File: src/core/lsd_pkg.sv
// Overview of operation
// - scanning runs only while the scan-on bit (bit 7) is set; stops when clear
// - bit 6 selects waveform style: 0 liquid-crystal, 1 LED multiplex
// - one display type at a time; both share the same lines and registers
// - duty 00: eight commons on lines 0-7, segments on lines 8-27, 1/8 each
// - duty 01: six commons on lines 2-7, segments on lines 0-1 and 8-27, 1/6 each
// - duty 10: five commons on lines 3-7, segments on lines 0-2 and 8-27, 1/5 each
// - duty 11: four commons on lines 4-7 or 0-3, segments on the rest
// - four-common mode: swap bit 0 puts commons on 4-7, 1 on 0-3
// - scan timing from internal 32 kHz RC or external 32.768 kHz crystal
// - low-frequency clock divided so one full frame repeats near 64 Hz
// - LCD mode makes waveforms for 1/4 or 1/3 bias as configured
// - port-0 pin n carries display output only while its enable bit is 1
// - port-1 pin n carries display output only while its enable bit is 1
// - port-2 pin n carries display output only while its enable bit is 1
//
package lsd_pkg;

   // ----------------------------------------------------------------
   // bus and sizes
   // ----------------------------------------------------------------
   localparam int ADDR_W = 16;
   localparam int DATA_W = 8;
   localparam int NUM_LINES = 28;
   localparam int NUM_PORT_PINS = 24;
   localparam int LVL_W = 3;

   // ----------------------------------------------------------------
   // register offsets
   // ----------------------------------------------------------------
   localparam logic [ADDR_W-1:0] OFS_OUT_CTRL = 16'h008f;
   localparam logic [ADDR_W-1:0] OFS_DRV_CTRL = 16'h0093;
   localparam logic [ADDR_W-1:0] OFS_P1_VO = 16'h0094;
   localparam logic [ADDR_W-1:0] OFS_P0_VO = 16'h009c;
   localparam logic [ADDR_W-1:0] OFS_P2_VO = 16'h00a3;
   localparam logic [ADDR_W-1:0] OFS_CLK_SEL = 16'h00a4;
   localparam logic [ADDR_W-1:0] OFS_STATUS = 16'h00a5;
   localparam logic [ADDR_W-1:0] OFS_RAM_BASE = 16'h2000;

   // ----------------------------------------------------------------
   // field positions and reset values
   // ----------------------------------------------------------------
   localparam int BIT_SCAN_ON = 7;
   localparam int BIT_LED_MODE = 6;
   localparam int DUTY_LSB = 4;
   localparam int TRIM_LSB = 0;
   localparam int BIT_SWAP = 1;
   localparam int BIT_BIAS = 0;
   localparam int BIT_CLK_XTAL = 0;
   localparam logic [DATA_W-1:0] RST_REG = 8'h00;

   // ----------------------------------------------------------------
   // frame timing: low-frequency edges per frame
   // ----------------------------------------------------------------
   localparam int LF_HZ = 32768;
   localparam int FRAME_HZ = 64;
   localparam int FRAME_TICKS = LF_HZ / FRAME_HZ;
   localparam int TICK_W = 9;

   // ----------------------------------------------------------------
   // drive levels (in steps of the bias divider)
   // ----------------------------------------------------------------
   localparam logic [LVL_W-1:0] LVL_GND = 3'h0;
   localparam logic [LVL_W-1:0] LVL_ONE = 3'h1;
   localparam logic [LVL_W-1:0] LVL_TWO = 3'h2;
   localparam logic [LVL_W-1:0] LVL_TOP3 = 3'h3;
   localparam logic [LVL_W-1:0] LVL_TOP4 = 3'h4;

   typedef enum logic [1:0] {DUTY_8, DUTY_6, DUTY_5, DUTY_4} lsd_duty_e;

   typedef struct packed {
      logic scan_on;
      logic led_mode;
      lsd_duty_e duty;
      logic [3:0] trim;
      logic swap;
      logic bias_third;
      logic clk_xtal;
   } lsd_cfg_s;

   // number of commons for a duty code
   function automatic logic [3:0] com_count(input lsd_duty_e d);
      case (d)
         DUTY_8: com_count = 4'h8;
         DUTY_6: com_count = 4'h6;
         DUTY_5: com_count = 4'h5;
         default: com_count = 4'h4;
      endcase
   endfunction : com_count

   // first line used as a common
   function automatic logic [4:0] com_first(input lsd_duty_e d, input logic swap);
      case (d)
         DUTY_8: com_first = 5'h00;
         DUTY_6: com_first = 5'h02;
         DUTY_5: com_first = 5'h03;
         default: com_first = swap ? 5'h00 : 5'h04;
      endcase
   endfunction : com_first

   // low-frequency edges spent on each common
   function automatic logic [TICK_W-1:0] ticks_per_com(input lsd_duty_e d);
      ticks_per_com = TICK_W'(FRAME_TICKS / int'(com_count(d)));
   endfunction : ticks_per_com

endpackage : lsd_pkg

File: src/core/lsd_scan_timer.sv
`timescale 1ns/100ps
module lsd_scan_timer
   import lsd_pkg::*;
(
   // clock and reset
   input wire logic clk,
   input wire logic nrst,
   // low-frequency clock pins
   input wire logic rc_osc_pin,
   input wire logic xtal_pin,
   // configuration
   input wire logic run,
   input wire logic clk_xtal,
   input wire lsd_pkg::lsd_duty_e duty,
   // scan position
   output logic [2:0] com_idx,
   output logic frame_flip
);
   import lsd_pkg::*;

   logic [1:0] rc_sync_q;
   logic [1:0] xtal_sync_q;
   logic src_prev_q;
   logic src_now;
   logic src_rise;
   logic [TICK_W-1:0] tick_q;
   logic [2:0] com_q;
   logic flip_q;
   logic [3:0] ncom;

   // ----------------------------------------------------------------
   // synchronisers for both low-frequency sources
   // ----------------------------------------------------------------
   always_ff @(posedge clk or negedge nrst) begin
      if (!nrst) begin
         rc_sync_q <= 2'h0;
         xtal_sync_q <= 2'h0;
      end else begin
         rc_sync_q <= {rc_sync_q[0], rc_osc_pin};
         xtal_sync_q <= {xtal_sync_q[0], xtal_pin};
      end
   end

   // source select and rising edge detect on synchronised level
   assign src_now = clk_xtal ? xtal_sync_q[1] : rc_sync_q[1];
   assign src_rise = src_now & ~src_prev_q;
   assign ncom = com_count(duty);

   always_ff @(posedge clk or negedge nrst) begin
      if (!nrst) begin
         src_prev_q <= 1'b0;
      end else begin
         src_prev_q <= src_now;
      end
   end

   // tick divider, common stepping and frame polarity
   always_ff @(posedge clk or negedge nrst) begin
      if (!nrst) begin
         tick_q <= '0;
         com_q <= 3'h0;
         flip_q <= 1'b0;
      end else if (!run) begin
         tick_q <= '0;
         com_q <= 3'h0;
         flip_q <= 1'b0;
      end else if ({1'b0, com_q} >= ncom) begin
         com_q <= 3'h0; // duty shrank mid-frame
         tick_q <= '0;
      end else if (src_rise) begin
         if (tick_q >= ticks_per_com(duty) - 9'h001) begin
            tick_q <= '0;
            if ({1'b0, com_q} == ncom - 4'h1) begin
               com_q <= 3'h0;
               flip_q <= ~flip_q;
            end else begin
               com_q <= com_q + 3'h1;
            end
         end else begin
            tick_q <= tick_q + 9'h001;
         end
      end
   end

   assign com_idx = com_q;
   assign frame_flip = flip_q;

endmodule : lsd_scan_timer

File: src/core/lsd_display_driver.sv
// Strobed register access is this design's own decision.
`timescale 1ns/100ps
module lsd_display_driver
   import lsd_pkg::*;
(
   // clock and reset
   input wire logic REF_CLK,
   input wire logic NRST,
   // register port
   input wire logic [lsd_pkg::ADDR_W-1:0] REG_ADDR,
   input wire logic [lsd_pkg::DATA_W-1:0] REG_WDATA,
   input wire logic REG_WR,
   input wire logic REG_RD,
   output logic [lsd_pkg::DATA_W-1:0] REG_RDATA,
   // low-frequency clock pins
   input wire logic LOW_FREQ_RC_OSCILLATOR,
   input wire logic XTAL_CLK_PIN,
   // display lines
   output logic [lsd_pkg::NUM_LINES-1:0][lsd_pkg::LVL_W-1:0] LINE_LEVEL,
   output logic [lsd_pkg::NUM_LINES-1:0] LINE_OE,
   output logic [lsd_pkg::NUM_LINES-1:0] LINE_IS_COM,
   // analog controls
   output logic [3:0] LCD_VOLTAGE_TRIM,
   output logic BIAS_THIRD,
   output logic LED_MODE,
   output logic SCAN_ACTIVE
);
   import lsd_pkg::*;

   // ----------------------------------------------------------------
   // register state
   // ----------------------------------------------------------------
   logic [DATA_W-1:0] drv_ctrl_q;
   logic [DATA_W-1:0] out_ctrl_q;
   logic [DATA_W-1:0] port0_vo_q;
   logic [DATA_W-1:0] port1_vo_q;
   logic [DATA_W-1:0] port2_vo_q;
   logic [DATA_W-1:0] clk_sel_q;
   logic [DATA_W-1:0] rdata_q;
   logic [DATA_W-1:0] rdata_d;
   logic [DATA_W-1:0] disp_ram [NUM_LINES];

   lsd_cfg_s cfg;
   logic [2:0] com_idx;
   logic frame_flip;
   logic [4:0] first_com;
   logic [3:0] ncom;
   logic [4:0] act_line;
   logic ram_hit;
   logic [4:0] ram_idx;
   logic [ADDR_W-1:0] ram_ofs;

   logic [NUM_LINES-1:0][LVL_W-1:0] level_d;
   logic [NUM_LINES-1:0][LVL_W-1:0] level_q;
   logic [NUM_LINES-1:0] is_com_d;
   logic [NUM_LINES-1:0] is_com_q;
   logic [NUM_LINES-1:0] oe_q;

   // ----------------------------------------------------------------
   // configuration decode
   // ----------------------------------------------------------------
   // both display types share one set of control fields
   assign cfg.scan_on = drv_ctrl_q[BIT_SCAN_ON];
   assign cfg.led_mode = drv_ctrl_q[BIT_LED_MODE];
   assign cfg.duty = lsd_duty_e'(drv_ctrl_q[DUTY_LSB +: 2]);
   assign cfg.trim = drv_ctrl_q[TRIM_LSB +: 4];
   assign cfg.swap = out_ctrl_q[BIT_SWAP];
   assign cfg.bias_third = out_ctrl_q[BIT_BIAS];
   assign cfg.clk_xtal = clk_sel_q[BIT_CLK_XTAL];

   assign first_com = com_first(cfg.duty, cfg.swap);
   assign ncom = com_count(cfg.duty);
   assign act_line = first_com + {2'h0, com_idx};

   // display memory window decode
   assign ram_ofs = REG_ADDR - OFS_RAM_BASE;
   assign ram_hit = (REG_ADDR >= OFS_RAM_BASE)
                    && (ram_ofs < ADDR_W'(NUM_LINES));
   assign ram_idx = ram_ofs[4:0];

   // ----------------------------------------------------------------
   // control registers
   // ----------------------------------------------------------------
   always_ff @(posedge REF_CLK or negedge NRST) begin
      if (!NRST) begin
         drv_ctrl_q <= RST_REG;
         out_ctrl_q <= RST_REG;
         clk_sel_q <= RST_REG;
      end else if (REG_WR) begin
         case (REG_ADDR)
            OFS_DRV_CTRL: drv_ctrl_q <= REG_WDATA;
            OFS_OUT_CTRL: out_ctrl_q <= REG_WDATA;
            OFS_CLK_SEL: clk_sel_q <= {7'h00, REG_WDATA[BIT_CLK_XTAL]};
            default: ;
         endcase
      end
   end

   // port display-output enables
   always_ff @(posedge REF_CLK or negedge NRST) begin
      if (!NRST) begin
         port0_vo_q <= RST_REG;
         port1_vo_q <= RST_REG;
         port2_vo_q <= RST_REG;
      end else if (REG_WR) begin
         case (REG_ADDR)
            OFS_P0_VO: port0_vo_q <= REG_WDATA;
            OFS_P1_VO: port1_vo_q <= REG_WDATA;
            OFS_P2_VO: port2_vo_q <= REG_WDATA;
            default: ;
         endcase
      end
   end

   // ----------------------------------------------------------------
   // display memory: one byte per line, bit n = common line n
   // ----------------------------------------------------------------
   always_ff @(posedge REF_CLK) begin
      if (REG_WR && ram_hit) begin
         disp_ram[ram_idx] <= REG_WDATA;
      end
   end

   // ----------------------------------------------------------------
   // read path: data stands one cycle after the strobe only
   // ----------------------------------------------------------------
   always_comb begin
      rdata_d = 8'h00;
      if (REG_RD) begin
         if (ram_hit) begin
            rdata_d = disp_ram[ram_idx];
         end else begin
            case (REG_ADDR)
               OFS_DRV_CTRL: rdata_d = drv_ctrl_q;
               OFS_OUT_CTRL: rdata_d = out_ctrl_q;
               OFS_P0_VO: rdata_d = port0_vo_q;
               OFS_P1_VO: rdata_d = port1_vo_q;
               OFS_P2_VO: rdata_d = port2_vo_q;
               OFS_CLK_SEL: rdata_d = clk_sel_q;
               OFS_STATUS: rdata_d = {cfg.scan_on, 3'h0, frame_flip, com_idx};
               default: rdata_d = 8'h00;
            endcase
         end
      end
   end

   always_ff @(posedge REF_CLK or negedge NRST) begin
      if (!NRST) begin
         rdata_q <= 8'h00;
      end else begin
         rdata_q <= rdata_d;
      end
   end

   // ----------------------------------------------------------------
   // scan timing
   // ----------------------------------------------------------------
   lsd_scan_timer u_timer (
      .clk(REF_CLK),
      .nrst(NRST),
      .rc_osc_pin(LOW_FREQ_RC_OSCILLATOR),
      .xtal_pin(XTAL_CLK_PIN),
      .run(cfg.scan_on),
      .clk_xtal(cfg.clk_xtal),
      .duty(cfg.duty),
      .com_idx(com_idx),
      .frame_flip(frame_flip)
   );

   // ----------------------------------------------------------------
   // waveform generation per line
   // ----------------------------------------------------------------
   // lcd: selected common at top, others one step in; inverted on odd
   // frames so the glass sees no net dc
   always_comb begin
      logic [LVL_W-1:0] top;
      logic [4:0] ln;
      logic seg_on;
      top = cfg.bias_third ? LVL_TOP3 : LVL_TOP4;
      ln = 5'h00;
      seg_on = 1'b0;
      level_d = '0;
      is_com_d = '0;
      for (int i = 0; i < NUM_LINES; i++) begin
         ln = 5'(i);
         // common band per duty while scanning, segments elsewhere
         is_com_d[i] = cfg.scan_on && (ln >= first_com)
                       && ({1'b0, ln} < {1'b0, first_com} + {2'h0, ncom});
         seg_on = disp_ram[i][act_line[2:0]];
         if (!cfg.scan_on) begin
            level_d[i] = LVL_GND;
         end else if (cfg.led_mode) begin
            // led: plain high/low multiplex
            if (is_com_d[i]) begin
               level_d[i] = (ln == act_line) ? top : LVL_GND;
            end else begin
               level_d[i] = seg_on ? top : LVL_GND;
            end
         end else if (is_com_d[i]) begin
            if (ln == act_line) begin
               level_d[i] = frame_flip ? LVL_GND : top;
            end else begin
               level_d[i] = frame_flip ? top - LVL_ONE : LVL_ONE;
            end
         end else begin
            if (seg_on) begin
               level_d[i] = frame_flip ? top : LVL_GND;
            end else if (cfg.bias_third) begin
               level_d[i] = frame_flip ? LVL_ONE : LVL_TWO;
            end else begin
               level_d[i] = LVL_TWO;
            end
         end
      end
   end

   // registered line levels and common map
   always_ff @(posedge REF_CLK or negedge NRST) begin
      if (!NRST) begin
         level_q <= '0;
         is_com_q <= '0;
      end else begin
         level_q <= level_d;
         is_com_q <= is_com_d;
      end
   end

   // ----------------------------------------------------------------
   // pin routing: lines 0-23 follow ports 0-2, the rest follow scan-on
   // ----------------------------------------------------------------
   always_ff @(posedge REF_CLK or negedge NRST) begin
      if (!NRST) begin
         oe_q <= '0;
      end else begin
         oe_q[7:0] <= port0_vo_q;
         oe_q[15:8] <= port1_vo_q;
         oe_q[23:16] <= port2_vo_q;
         oe_q[NUM_LINES-1:NUM_PORT_PINS] <= {4{cfg.scan_on}};
      end
   end

   // ----------------------------------------------------------------
   // outputs
   // ----------------------------------------------------------------
   assign REG_RDATA = rdata_q;
   assign LINE_LEVEL = level_q;
   assign LINE_OE = oe_q;
   assign LINE_IS_COM = is_com_q;
   assign LCD_VOLTAGE_TRIM = cfg.trim;
   assign BIAS_THIRD = out_ctrl_q[BIT_BIAS];
   assign LED_MODE = drv_ctrl_q[BIT_LED_MODE];
   assign SCAN_ACTIVE = drv_ctrl_q[BIT_SCAN_ON];

endmodule : lsd_display_driver

File: config.mk
export PLATFORM = sky130hd
export DESIGN_NAME = lsd_display_driver
export DESIGN_NICKNAME = d
export VERILOG_FILES = /design/src/core/lsd_pkg.sv /design/src/core/lsd_scan_timer.sv /design/src/core/lsd_display_driver.sv
export SDC_FILE = /design/constraint.sdc
export NUM_CORES = 1
export LEC_CHECK = 0
export BUFFER_PORTS_ARGS = -buffer_cell sky130_fd_sc_hd__buf_2
export CAP_MARGIN = 20
export CORE_MARGIN = 2
export CORE_UTILIZATION = 40
export DETAILED_ROUTE_END_ITERATION = 8
export PLACE_DENSITY_LB_ADDON = 0.08
export SYNTH_ARGS = -nofsm -noshare
export SYNTH_HDL_FRONTEND = slang
export SYNTH_HIERARCHICAL = 1
export SYNTH_SLANG_ARGS = --single-unit
File: constraint.sdc
create_clock -name REF_CLK -period 9.12 [get_ports REF_CLK]
set_clock_uncertainty 0.2 [all_clocks]
set_input_delay 1.368 -clock REF_CLK [delete_from_list [all_inputs] [get_ports REF_CLK]]
set_output_delay 1.368 -clock REF_CLK [all_outputs]
set_load 0.02 [all_outputs]
# After elaboration in Yosys (flattened, before gate mapping)
# Memories as Yosys holds them, arrays and structs flattened.
# Cells that the tools add are included.
[op_classes]
n_addsub = 8
n_div = 1
n_lt_le_gt_ge = 61
n_eq_ne = 43
n_mux = 312
bitwise = 3
n_reduce_logical = 68
[ops]
columns = ["operator", "count"]
rows = [
  ["3-bit 2-to-1 mux", 234],
  ["16-bit by 8-bit equality test with 1-bit output, second input constant", 7],
  ["1-bit binary-select mux with 3-bit select", 28],
  ["5-bit by 6-bit less-than comparator with 1-bit output, first input constant", 11],
  ["5-bit equality test, first input constant", 12],
  ["5-bit by 3-bit >= comparator with 1-bit output, first input constant", 12],
  ["1-bit logical AND", 58],
  ["8-bit one-hot mux with 7 select lines", 1],
  ["4-bit by 6-bit less-than comparator with 1-bit output, first input constant", 8],
  ["4-bit by 5-bit equality test with 1-bit output, first input constant", 8],
  ["1-bit 2-to-1 mux", 36],
  ["9-bit 2-to-1 mux", 4],
  ["11-bit by 5-bit divider with 32-bit output, first input constant", 1],
  ["4-bit by 3-bit >= comparator with 1-bit output, first input constant", 8],
  ["3-bit by 6-bit less-than comparator with 1-bit output, first input constant", 4],
  ["3-bit by 5-bit equality test with 1-bit output, first input constant", 4],
  ["16-bit by 14-bit >= comparator with 1-bit output, second input constant", 1],
  ["16-bit by 5-bit less-than comparator with 1-bit output, second input constant", 1],
  ["8-bit 2-to-1 mux", 2],
  ["16-bit by 14-bit subtractor with 16-bit output, second input constant", 1],
  ["2-bit AND reduction", 7],
  ["3-bit >= comparator, first input constant", 4],
  ["1-bit by 6-bit less-than comparator with 1-bit output, first input constant", 2],
  ["2-bit by 6-bit less-than comparator with 1-bit output, first input constant", 2],
  ["30 further kinds", 40],
]
[totals]
regBits = 204
ramBits = 224
input_bits = 30
output_inout_bits = 155
n_memories = 1
[mem_list]
columns = ["memory", "depth", "width", "read_ports", "rd_ports_with_merged_regs", "wr", "line_no", "rtl"]
rows = [
  ["disp_ram", 28, 8, 29, 0, 1, "lsd_display_driver.sv:41", "logic [DATA_W-1:0] disp_ram [NUM_LINES];"],
]

# Logic depth before layout (Yosys ltp)
# Gate-level depths: netlist of the first run.
[logic_depth]
depth_word = 12
depth_mapped = 17
mapped_depth_nobuf = 14

# Cells and area by module
# The synthesis of the first run kept the hierarchy.
[modules_own_cells]
columns = ["module", "instances", "cells_per_inst", "area_each_um2", "seq_area_each_um2"]
rows = [
  ["lsd_display_driver", 1, 1331, 20061.7, 12141.6],
  ["lsd_scan_timer", 1, 211, 1855.5, 450.4],
]

# Worst setup path after synthesis of the first run
# No wires, ideal clock.
[synth_timing]
path_type = "register to register"
startpoint = "reg drv_ctrl_q[5]"
endpoint = "reg u_timer.com_q[0], in the netlist u_timer/com_idx[0]"
setup_ps = 78
arrival_ps = 3751
setup_slack_ps = 5091
stages_incl_launch_ff = 17
n_path_buf = 2
synth_period_minus_slack_ps = 4029
cell_sequence = "dfrtp_1 -> inv_1 -> ha_1 -> clkbuf_1 -> inv_1 -> ha_1 -> clkbuf_1 -> nand2b_1 -> or4_4 -> a211oi_4 -> nor2_2 -> o21ai_1 -> and4_1 -> a211o_2 -> o211ai_4 -> a2111oi_4 -> o2bb2ai_1"
[synth_via]
elab_chain_cells = 10
[synth_lines]
columns = ["element", "line_no", "rtl"]
rows = [
  ["start, declared", "lsd_display_driver.sv:33", "logic [DATA_W-1:0] drv_ctrl_q;"],
  ["start signal, assigned", "lsd_display_driver.sv:86", "drv_ctrl_q <= RST_REG;"],
  ["start signal, assigned", "lsd_display_driver.sv:91", "OFS_DRV_CTRL: drv_ctrl_q <= REG_WDATA;"],
  ["2-bit equality test (tied with other cells)", "lsd_pkg.sv:83", "case (d)"],
  ["4-bit one-hot mux with 3 select lines (*)", "lsd_pkg.sv:83", ""],
  ["4-bit 2-to-1 mux", "lsd_scan_timer.sv:70", "end else if (src_rise) begin"],
  ["4-bit 2-to-1 mux", "lsd_scan_timer.sv:67", "end else if ({1'b0, com_q} >= ncom) begin"],
  ["4-bit 2-to-1 mux", "lsd_scan_timer.sv:63", "end else if (!run) begin"],
  ["11-bit by 5-bit divider with 32-bit output", "lsd_pkg.sv:103", "ticks_per_com = TICK_W'(FRAME_TICKS / int'(com_count(d)));"],
  ["9-bit by 1-bit subtractor with 9-bit output", "lsd_scan_timer.sv:71", "if (tick_q >= ticks_per_com(duty) - 9'h001) begin"],
  ["9-bit >= comparator", "lsd_scan_timer.sv:71", ""],
  ["3-bit by 1-bit inequality test with 1-bit output (no line)", "n/a", ""],
  ["2-bit AND reduction (no line)", "n/a", ""],
  ["end signal, assigned", "lsd_scan_timer.sv:77", "com_q <= com_q + 3'h1;"],
  ["end, declared", "lsd_scan_timer.sv:27", "logic [2:0] com_q;"],
]
# Every way passes the cells marked *; elsewhere a longest branch is shown, timed or not. The select of a mux whose other input is x is not followed.
# A chain may end at the register's enable or synchronous reset.

==> results of run 1 <==
## power by group
part	internal (mW)	switching, mW	leakage, nW
Sequential	2.18	0.00292	5.05
Clock	1.18	0.831	0.814
Combinational	0.0530	0.108	4.34
## worst paths after layout
kind / from / endpoint / slack (ns) / cells past startpoint
setup / recovery: drv_ctrl_q[5] / LINE_LEVEL[43] / 4.29 / 10
hold / removal: u_timer/xtal_sync_q[0] / u_timer/xtal_sync_q[1] / 0.16 / 0
setup reg to reg: drv_ctrl_q[5] / LINE_LEVEL[43] / 4.29 / 10
hold reg to reg: u_timer/xtal_sync_q[0] / u_timer/xtal_sync_q[1] / 0.16 / 0
max in group asynchronous: NRST / LINE_IS_COM[23] / 6.40 / 2
min in group asynchronous: NRST / LINE_OE[24] / 0.66 / 1
## registers in the layout (all words and copies together) (netlist names)
signal / cells
LINE_IS_COM: 20
LINE_LEVEL: 84
LINE_OE: 25
REG_RDATA: 8
clk_sel_q: 1
disp_ram: 256
drv_ctrl_q: 8
out_ctrl_q: 8
port0_vo_q: 8
port1_vo_q: 8
port2_vo_q: 8
u_timer/com_idx: 3
u_timer/frame_flip: 1
u_timer/rc_sync_q: 2
u_timer/src_prev_q: 1
u_timer/tick_q: 9
u_timer/xtal_sync_q: 2
## final cells by class
| class | instances | area [um^2] | area share |
|---|---|---|---|
| Timing Repair Buffer | 202 | 1110 | 0.04413 |
| Tap cell | 696 | 870.8 | 0.03463 |
| Clock inverter | 31 | 242.7 | 0.009652 |
| Multi-Input combinational cell | 979 | 8796 | 0.3498 |
| Inverter | 35 | 131.4 | 0.005224 |
| Sequential cell | 452 | 12600 | 0.5009 |
| Clock buffer | 61 | 1401 | 0.05572 |
## stage by stage
stage / utilization / worst slack [ns]
after global placement: 0.4340 / 4.179
final: 0.4655 / 4.286
after CTS: 0.4645 / 4.349
after global routing: 0.4655 / 3.925
after detailed placement: 0.4340 / 4.117
after floorplan: - / 5.091
## routing by layer
layer	routed length [um]	vias up	track usage
li1	-	6257	-
met1	27030	7304	0.3065
met5	0	-	0
met3	3857	103	0.03274
met2	31990	558	0.3899
met4	1605	0	0.06591
## layout by cell type, fill, tap and decap left out, types with 46 or more instances in the layout
cell type  count
nor2_1       128
clkbuf_16     54
mux2i_1       54
dfrtp_1      193
o21ai_0       50
mux4_2       134
buf_2        181
a21oi_1       72
nand2_1       82
mux2_2        46
edfxtp_1     256
## cells by family after synthesis
family                   Yosys count  share of synthesized area
adder cells (fa/ha/maj)           33                    0.01901
flip-flops                       452                     0.5745
buffers and inverters            142                    0.03014
multiplexers                     234                     0.1860
AO/OA/AOI/OAI                    268                    0.08672
AND/OR/NAND/NOR                  377                    0.08791
other                              1                  0.0001711
XOR/XNOR                          35                    0.01553
==> impl_results.md, run 1 <==
* Worst skew pair latency at 0.60 ns
* Rel. slew slack at 0.2547
* First-pass GRT wire length at approximately 96 mm
* Row cnt at 85
* Total iterations of the first detailed-routing run at 6
* Least-Margin Pin Slew at 1.087 ns
* Number of gates resized after CTS at 0
* 1st-iter DRT viols at approximately 1300
* Fin Setup TNS at 0 ns
* GPL Wtd Cong at 0.8642
* PwrDens at 173.0 mW/mm^2
* CTS tree: built
* Post-synthesis cell count at 1542
* Die Height at 238.1 um
* Dpl cells at 2362
* Yosys top cell area share at 0.3507
* Via count at roughly 14000
* Vias in the first global route at 14299
* Setup Buffers After CTS at 0
* H-tree depth at 2
* Final wirelength at 64.49 mm
* DP HPWL at 44.41 mm
* Mean Syn Cell Area at 14.21 um^2
* Post-synthesis sequential area ratio at 0.5745
* Synth top cells by count: edfxtp_1, dfrtp_1, mux4_2
* Total gr overflow at 0
* Nets at 1781
* FMAX at 206.9 MHz
* Worst path cell trace: inv_1 -> ha_1 -> fa_2 -> buf_4 -> mux4_2 -> mux2i_1 -> nand2_1 -> o211a_1 -> o21ai_0 -> nor2_1
* Count leader, synth: edfxtp_1
* CTS Buffer Depth at 3
* Required time worst endpoint at approximately 9.4 ns
* EDFF count, synth at 256
* Filler cell count at 4799
* Largest stage delay, worst path at 1.13 ns
* Slew Viols, Final at 0
* Remaining antenna violation count after routing at 0
* Initial core utilization at 0.4057
* Wirelength per Cell at 26.26 um
* CP Capture Type: register
* Share of cells above drive strength 1 at 0.2898
* Leakage at 10.20 nW
* Tot Pwr at 4.351 mW
* FFs w/ async S/R, synth at 0.4336
* Post-synth top flop: edfxtp_1
* IO Port Bufs at 184
* # IOs at 185
* Peak supply drop at approximately 0.00013 V
* Overall global routing resource usage at 0.2288
* Die area at 0.05668 mm^2
* Hold WC Path Type: register to register
* Tmin final at 4.834 ns
* Reg clk slew, reported paths at 0.07 ns
* Worst setup path class: register to register
* Vias per Instance at 5.791
* CP Launch Type: register
* Number of antenna diodes at 0
* Post-synth top area cell: edfxtp_1
* Largest net degree at the start of global routing at 120
* CP max stage cell: fa_2
* Largest cells by area after synthesis: edfxtp_1, dfrtp_1, mux4_2
* Hold_buf cts at 0
* Yosys Warn Count at 6
* Family with the most delay on the worst path: adder cells
* RSZ-0062 raised after global routing: false
* Layout area overhead at 14.74%
* Drt drc at 0
* Final instance area at 0.02515 mm^2
* Critical Path AT at a little over 5 ns
* Number of CTS-inserted buffers at 50
* Status: finished, final reports clean
* Endpoints failing setup at 0
* Final Cycle Share at 0.5300
* Cell Area, Synth at 0.02192 mm^2
* Post-DP Area at 0.02345 mm^2
* WHS at 0.1572 ns
* Clock sinks at 452
* Critical path buffers and inverters at 2
* Worst-path fanout max at 34
* CTS root buf: clkbuf_16
* Hold Fails Final Rpt at 0
* Netlist cell types at 104
* Yosys reg bits at 452
* Core Region at 0.05403 mm^2
* Finished Layout Cells at approximately 2500
* Initial antenna violation count at 1
* Die W at 238.1 um
* Maxcap violations at 0
No activity file was read; power rests on OpenSTA's default activity.
==> run 2: changes to the inputs <==
==> constraint.sdc (replaced) <==
create_clock -name REF_CLK -period 4.3 [get_ports REF_CLK]
set_clock_uncertainty 0.2 [all_clocks]
set_input_delay 0.645 -clock REF_CLK [delete_from_list [all_inputs] [get_ports REF_CLK]]
set_output_delay 0.645 -clock REF_CLK [all_outputs]
set_load 0.02 [all_outputs]
==> run 2 against run 1 <==
  * Combinational power up 110%
  * Clock power is 120% higher
  * Global-route usage is 0.18 points lower
  * Via count rose by 1.8%
  * Sequential power grew 110%
  * Flip-flop and latch count stayed put
==> impl_results.md, run 2 (synthesis results as in run 1) <==
* Vias in the first global route at 14668 (was 14299)
* Tmin final at 3.993 ns (was 4.834 ns)
* Finished Layout Cells at 2517 (was 2456)
* Setup Buffers After CTS at 0 (unchanged)
* Number of antenna diodes at 0 (unchanged)
* Clock sinks at 452 (unchanged)
* Worst setup path class: register to register (unchanged)
* Leakage at 10.57 nW (was 10.20 nW)
* Final Cycle Share at 0.9285 (was 0.5300)
* PwrDens at 365.2 mW/mm^2 (was 173.0 mW/mm^2)
* Least-Margin Pin Slew at 1.083 ns (was 1.087 ns)
* Maxcap violations at 0 (unchanged)
* Filler cell count at 4759 (was 4799)
* FMAX at 250.5 MHz (was 206.9 MHz)
* CP max stage cell: fa_2 (unchanged)
* Reg2reg end: LINE_LEVEL[9] (was LINE_LEVEL[43])
* # IOs at 185 (unchanged)
* Worst skew pair latency at 0.60 ns (about the same)
* WHS at 0.1127 ns (was 0.1572 ns)
* Critical path buffers and inverters at 2 (unchanged)
* Final wirelength at 64.08 mm (was 64.49 mm)
* GPL Wtd Cong at 0.8766 (was 0.8642)
* Endpoints failing setup at 0 (unchanged)
* Rel. slew slack at 0.2721 (was 0.2547)
* Dpl cells at 2424 (was 2362)
* Drt drc at 0 (unchanged)
* First-pass GRT wire length at 95.92 mm (was 95.90 mm)
* DP HPWL at 44.70 mm (was 44.41 mm)
* CP Launch Type: register (unchanged)
* Largest net degree at the start of global routing at 95 (was 120)
* Flop pwr share at 0.491 (was 0.502)
* Via count at 14484 (was 14222)
* Worst-path fanout max at 18 (was 34)
* Critical Path AT at 4.26 ns (was 5.12 ns)
* Overall global routing resource usage at 0.2270 (was 0.2288)
* Fin Setup TNS at 0 ns (unchanged)
* Worst path cell trace: inv_1 -> ha_1 -> ha_4 -> fa_2 -> buf_12 -> mux4_2 -> mux2i_1 -> o21ai_0 -> and3_1 -> o21ai_1 -> nor2_1 (was inv_1 -> ha_1 -> fa_2 -> buf_4 -> mux4_2 -> mux2i_1 -> nand2_1 -> o211a_1 -> o21ai_0 -> nor2_1)
* Commonest non-fill, non-tap cell in the layout: edfxtp_1 (unchanged)
* CP Capture Type: register (unchanged)
* GR peak layer: met2 (unchanged)
* PnR worst setup slack at 0.3073 ns (was 4.286 ns)
* Number of CTS-inserted buffers at 50 (unchanged)
* R2r worst-path depth at 11 (was 10)
* Wirelength per Cell at 25.46 um (was 26.26 um)
* Met2 Resource Use GR at 0.3748 (was 0.3899)
* Die W at 238.1 um (unchanged)
* Die Height at 238.1 um (unchanged)
* Slew Viols, Final at 0 (unchanged)
* Layout area overhead at 17.65% (was 14.74%)
* Die area at 0.05668 mm^2 (unchanged)
* Most frequent cells in the layout: edfxtp_1, dfrtp_1, buf_2, mux4_2, nor2_1 (unchanged)
* Pre-CTS setup slack at 0.1688 ns (was 4.117 ns)
* Reg-to-reg setup timing slack at 0.31 ns (was 4.29 ns)
* Worst min-delay path endpoint: REG_RDATA[0] (was u_timer/xtal_sync_q[1])
* Row cnt at 85 (unchanged)
* Clock power share at 0.472 (was 0.462)
* Min-Delay Path Depth at 3 (was 0)
* Family with the most delay on the worst path: adder cells (unchanged)
* Remaining antenna violation count after routing at 0 (unchanged)
* RSZ-0062 raised after global routing: false (unchanged)
* CTS root buf: clkbuf_16 (unchanged)
* Hold Fails Final Rpt at 0 (unchanged)
* Net switching power at 2.013 mW (was 0.9416 mW)
* Switching Share at 0.2137 (was 0.2164)
* Met1 Use GR at 0.3173 (was 0.3065)
* Cell Int Power at 7.406 mW (was 3.409 mW)
* Share of cells above drive strength 1 at 0.3152 (was 0.2898)
* HP Start: REG_RD (was u_timer/xtal_sync_q[0])
* H-tree depth at 2 (unchanged)
* Largest Register: disp_ram (unchanged)
* Initial antenna violation count at 0 (was 1)
* CTS tree: built (unchanged)
* Met3 Track Usage GR at 0.02765 (was 0.03274)
* Hold WC Path Type: primary input to register (was register to register)
* Total iterations of the first detailed-routing run at 5 (was 6)
* Gate power share at 0.037 (about the same)
* Core Region at 0.05403 mm^2 (unchanged)
* Reg clk slew, reported paths at 0.06 ns (was 0.07 ns)
* 1st-iter DRT viols at 1341 (was 1312)
* Peak supply drop at 0.0002935 V (was 0.0001257 V)
* Max FFs per register at 256 (unchanged)
* Total gr overflow at 0 (unchanged)
* Vias per Instance at 5.754 (was 5.791)
* Initial core utilization at 0.4057 (unchanged)
* Nets at 1844 (was 1781)
* Worst r2r src: drv_ctrl_q[4] (was drv_ctrl_q[5])
* Status: finished, final reports clean (unchanged)
* IO Port Bufs at 184 (unchanged)
* Required time worst endpoint at 4.57 ns (was 9.40 ns)
* Largest stage delay, worst path at 1.01 ns (was 1.13 ns)
* CTS Buffer Depth at 3 (unchanged)
==> run 2: cell types whose count changed in the layout (fill, tap and decap cells not counted), sizes merged <==
cell         delta
buf            +60
bufinv          +1
clkbuf          +8
clkinv         -12
dlygate4sd3     +3
inv             +1
==> run 2: area by class of cell <==
cell class	count	area (um^2)	area share
flip-flops and latches	452	12600	0.4885
well taps	696	870.8	0.03377
repair buffers	265	1658	0.06429
inverters	35	131.4	0.005095
multi-input cells	979	8806	0.3415
clock buffers	69	1489	0.05774
clock inverters	21	234.0	0.009074
==> run 2: per-layer routing <==
layer / share of wire / vias up
met5: 0 / -
met4: 0.026 / 0
met3: 0.056 / 94
met2: 0.48 / 513
met1: 0.44 / 7493
li1: - / 6384
==> run 2: how the worst max path moves through the flow <==
stage | from | end | slack, ns | cells past startpoint
final | drv_ctrl_q[4] | LINE_LEVEL[9] | 0.31 | 11
after global routing | drv_ctrl_q[4] | u_timer/com_idx[0] | 0.06 | 14
after CTS | drv_ctrl_q[5] | u_timer/com_idx[0] | 0.17 | 13
after detailed placement | drv_ctrl_q[5] | u_timer/com_idx[2] | 0.17 | 13
after global placement | drv_ctrl_q[5] | u_timer/com_idx[0] | 0.30 | 13
after floorplan | drv_ctrl_q[5] | u_timer/com_idx[0] | 0.27 | 16
==> run 2: what timing repair did <==
action,4_1_cts,5_1_grt
setup endpoints to repair,0,13
hold buffers,3,0
resized for setup,0,4
endpoints found under the hold margin,94,0
==> run 2: tightest hold or removal path, stage by stage <==
cell and delay [ns]:
buf_2 0.12, o21ai_0 0.07, a21oi_1 0.04
==> run 2: power groups by stage <==
stage	Clock, mW	Combinational (mW)	Sequential, mW
final	4.45	0.344	4.63
after CTS	4.56	0.354	4.63
after detailed placement	0	0.352	4.71
after global placement	0	0.350	4.71
after global routing	4.72	0.371	4.63
after floorplan	0	0.165	4.71
==> run 2: stage by stage <==
stage	power [mW]	utilization	instance area, um^2
finish	9.418	0.4773	25790
global placement	5.062	0.4441	23990
CTS	9.542	0.4771	25770
floorplan	4.877	-	22030
global route	9.722	0.4773	25790
detailed placement	5.066	0.4446	24020
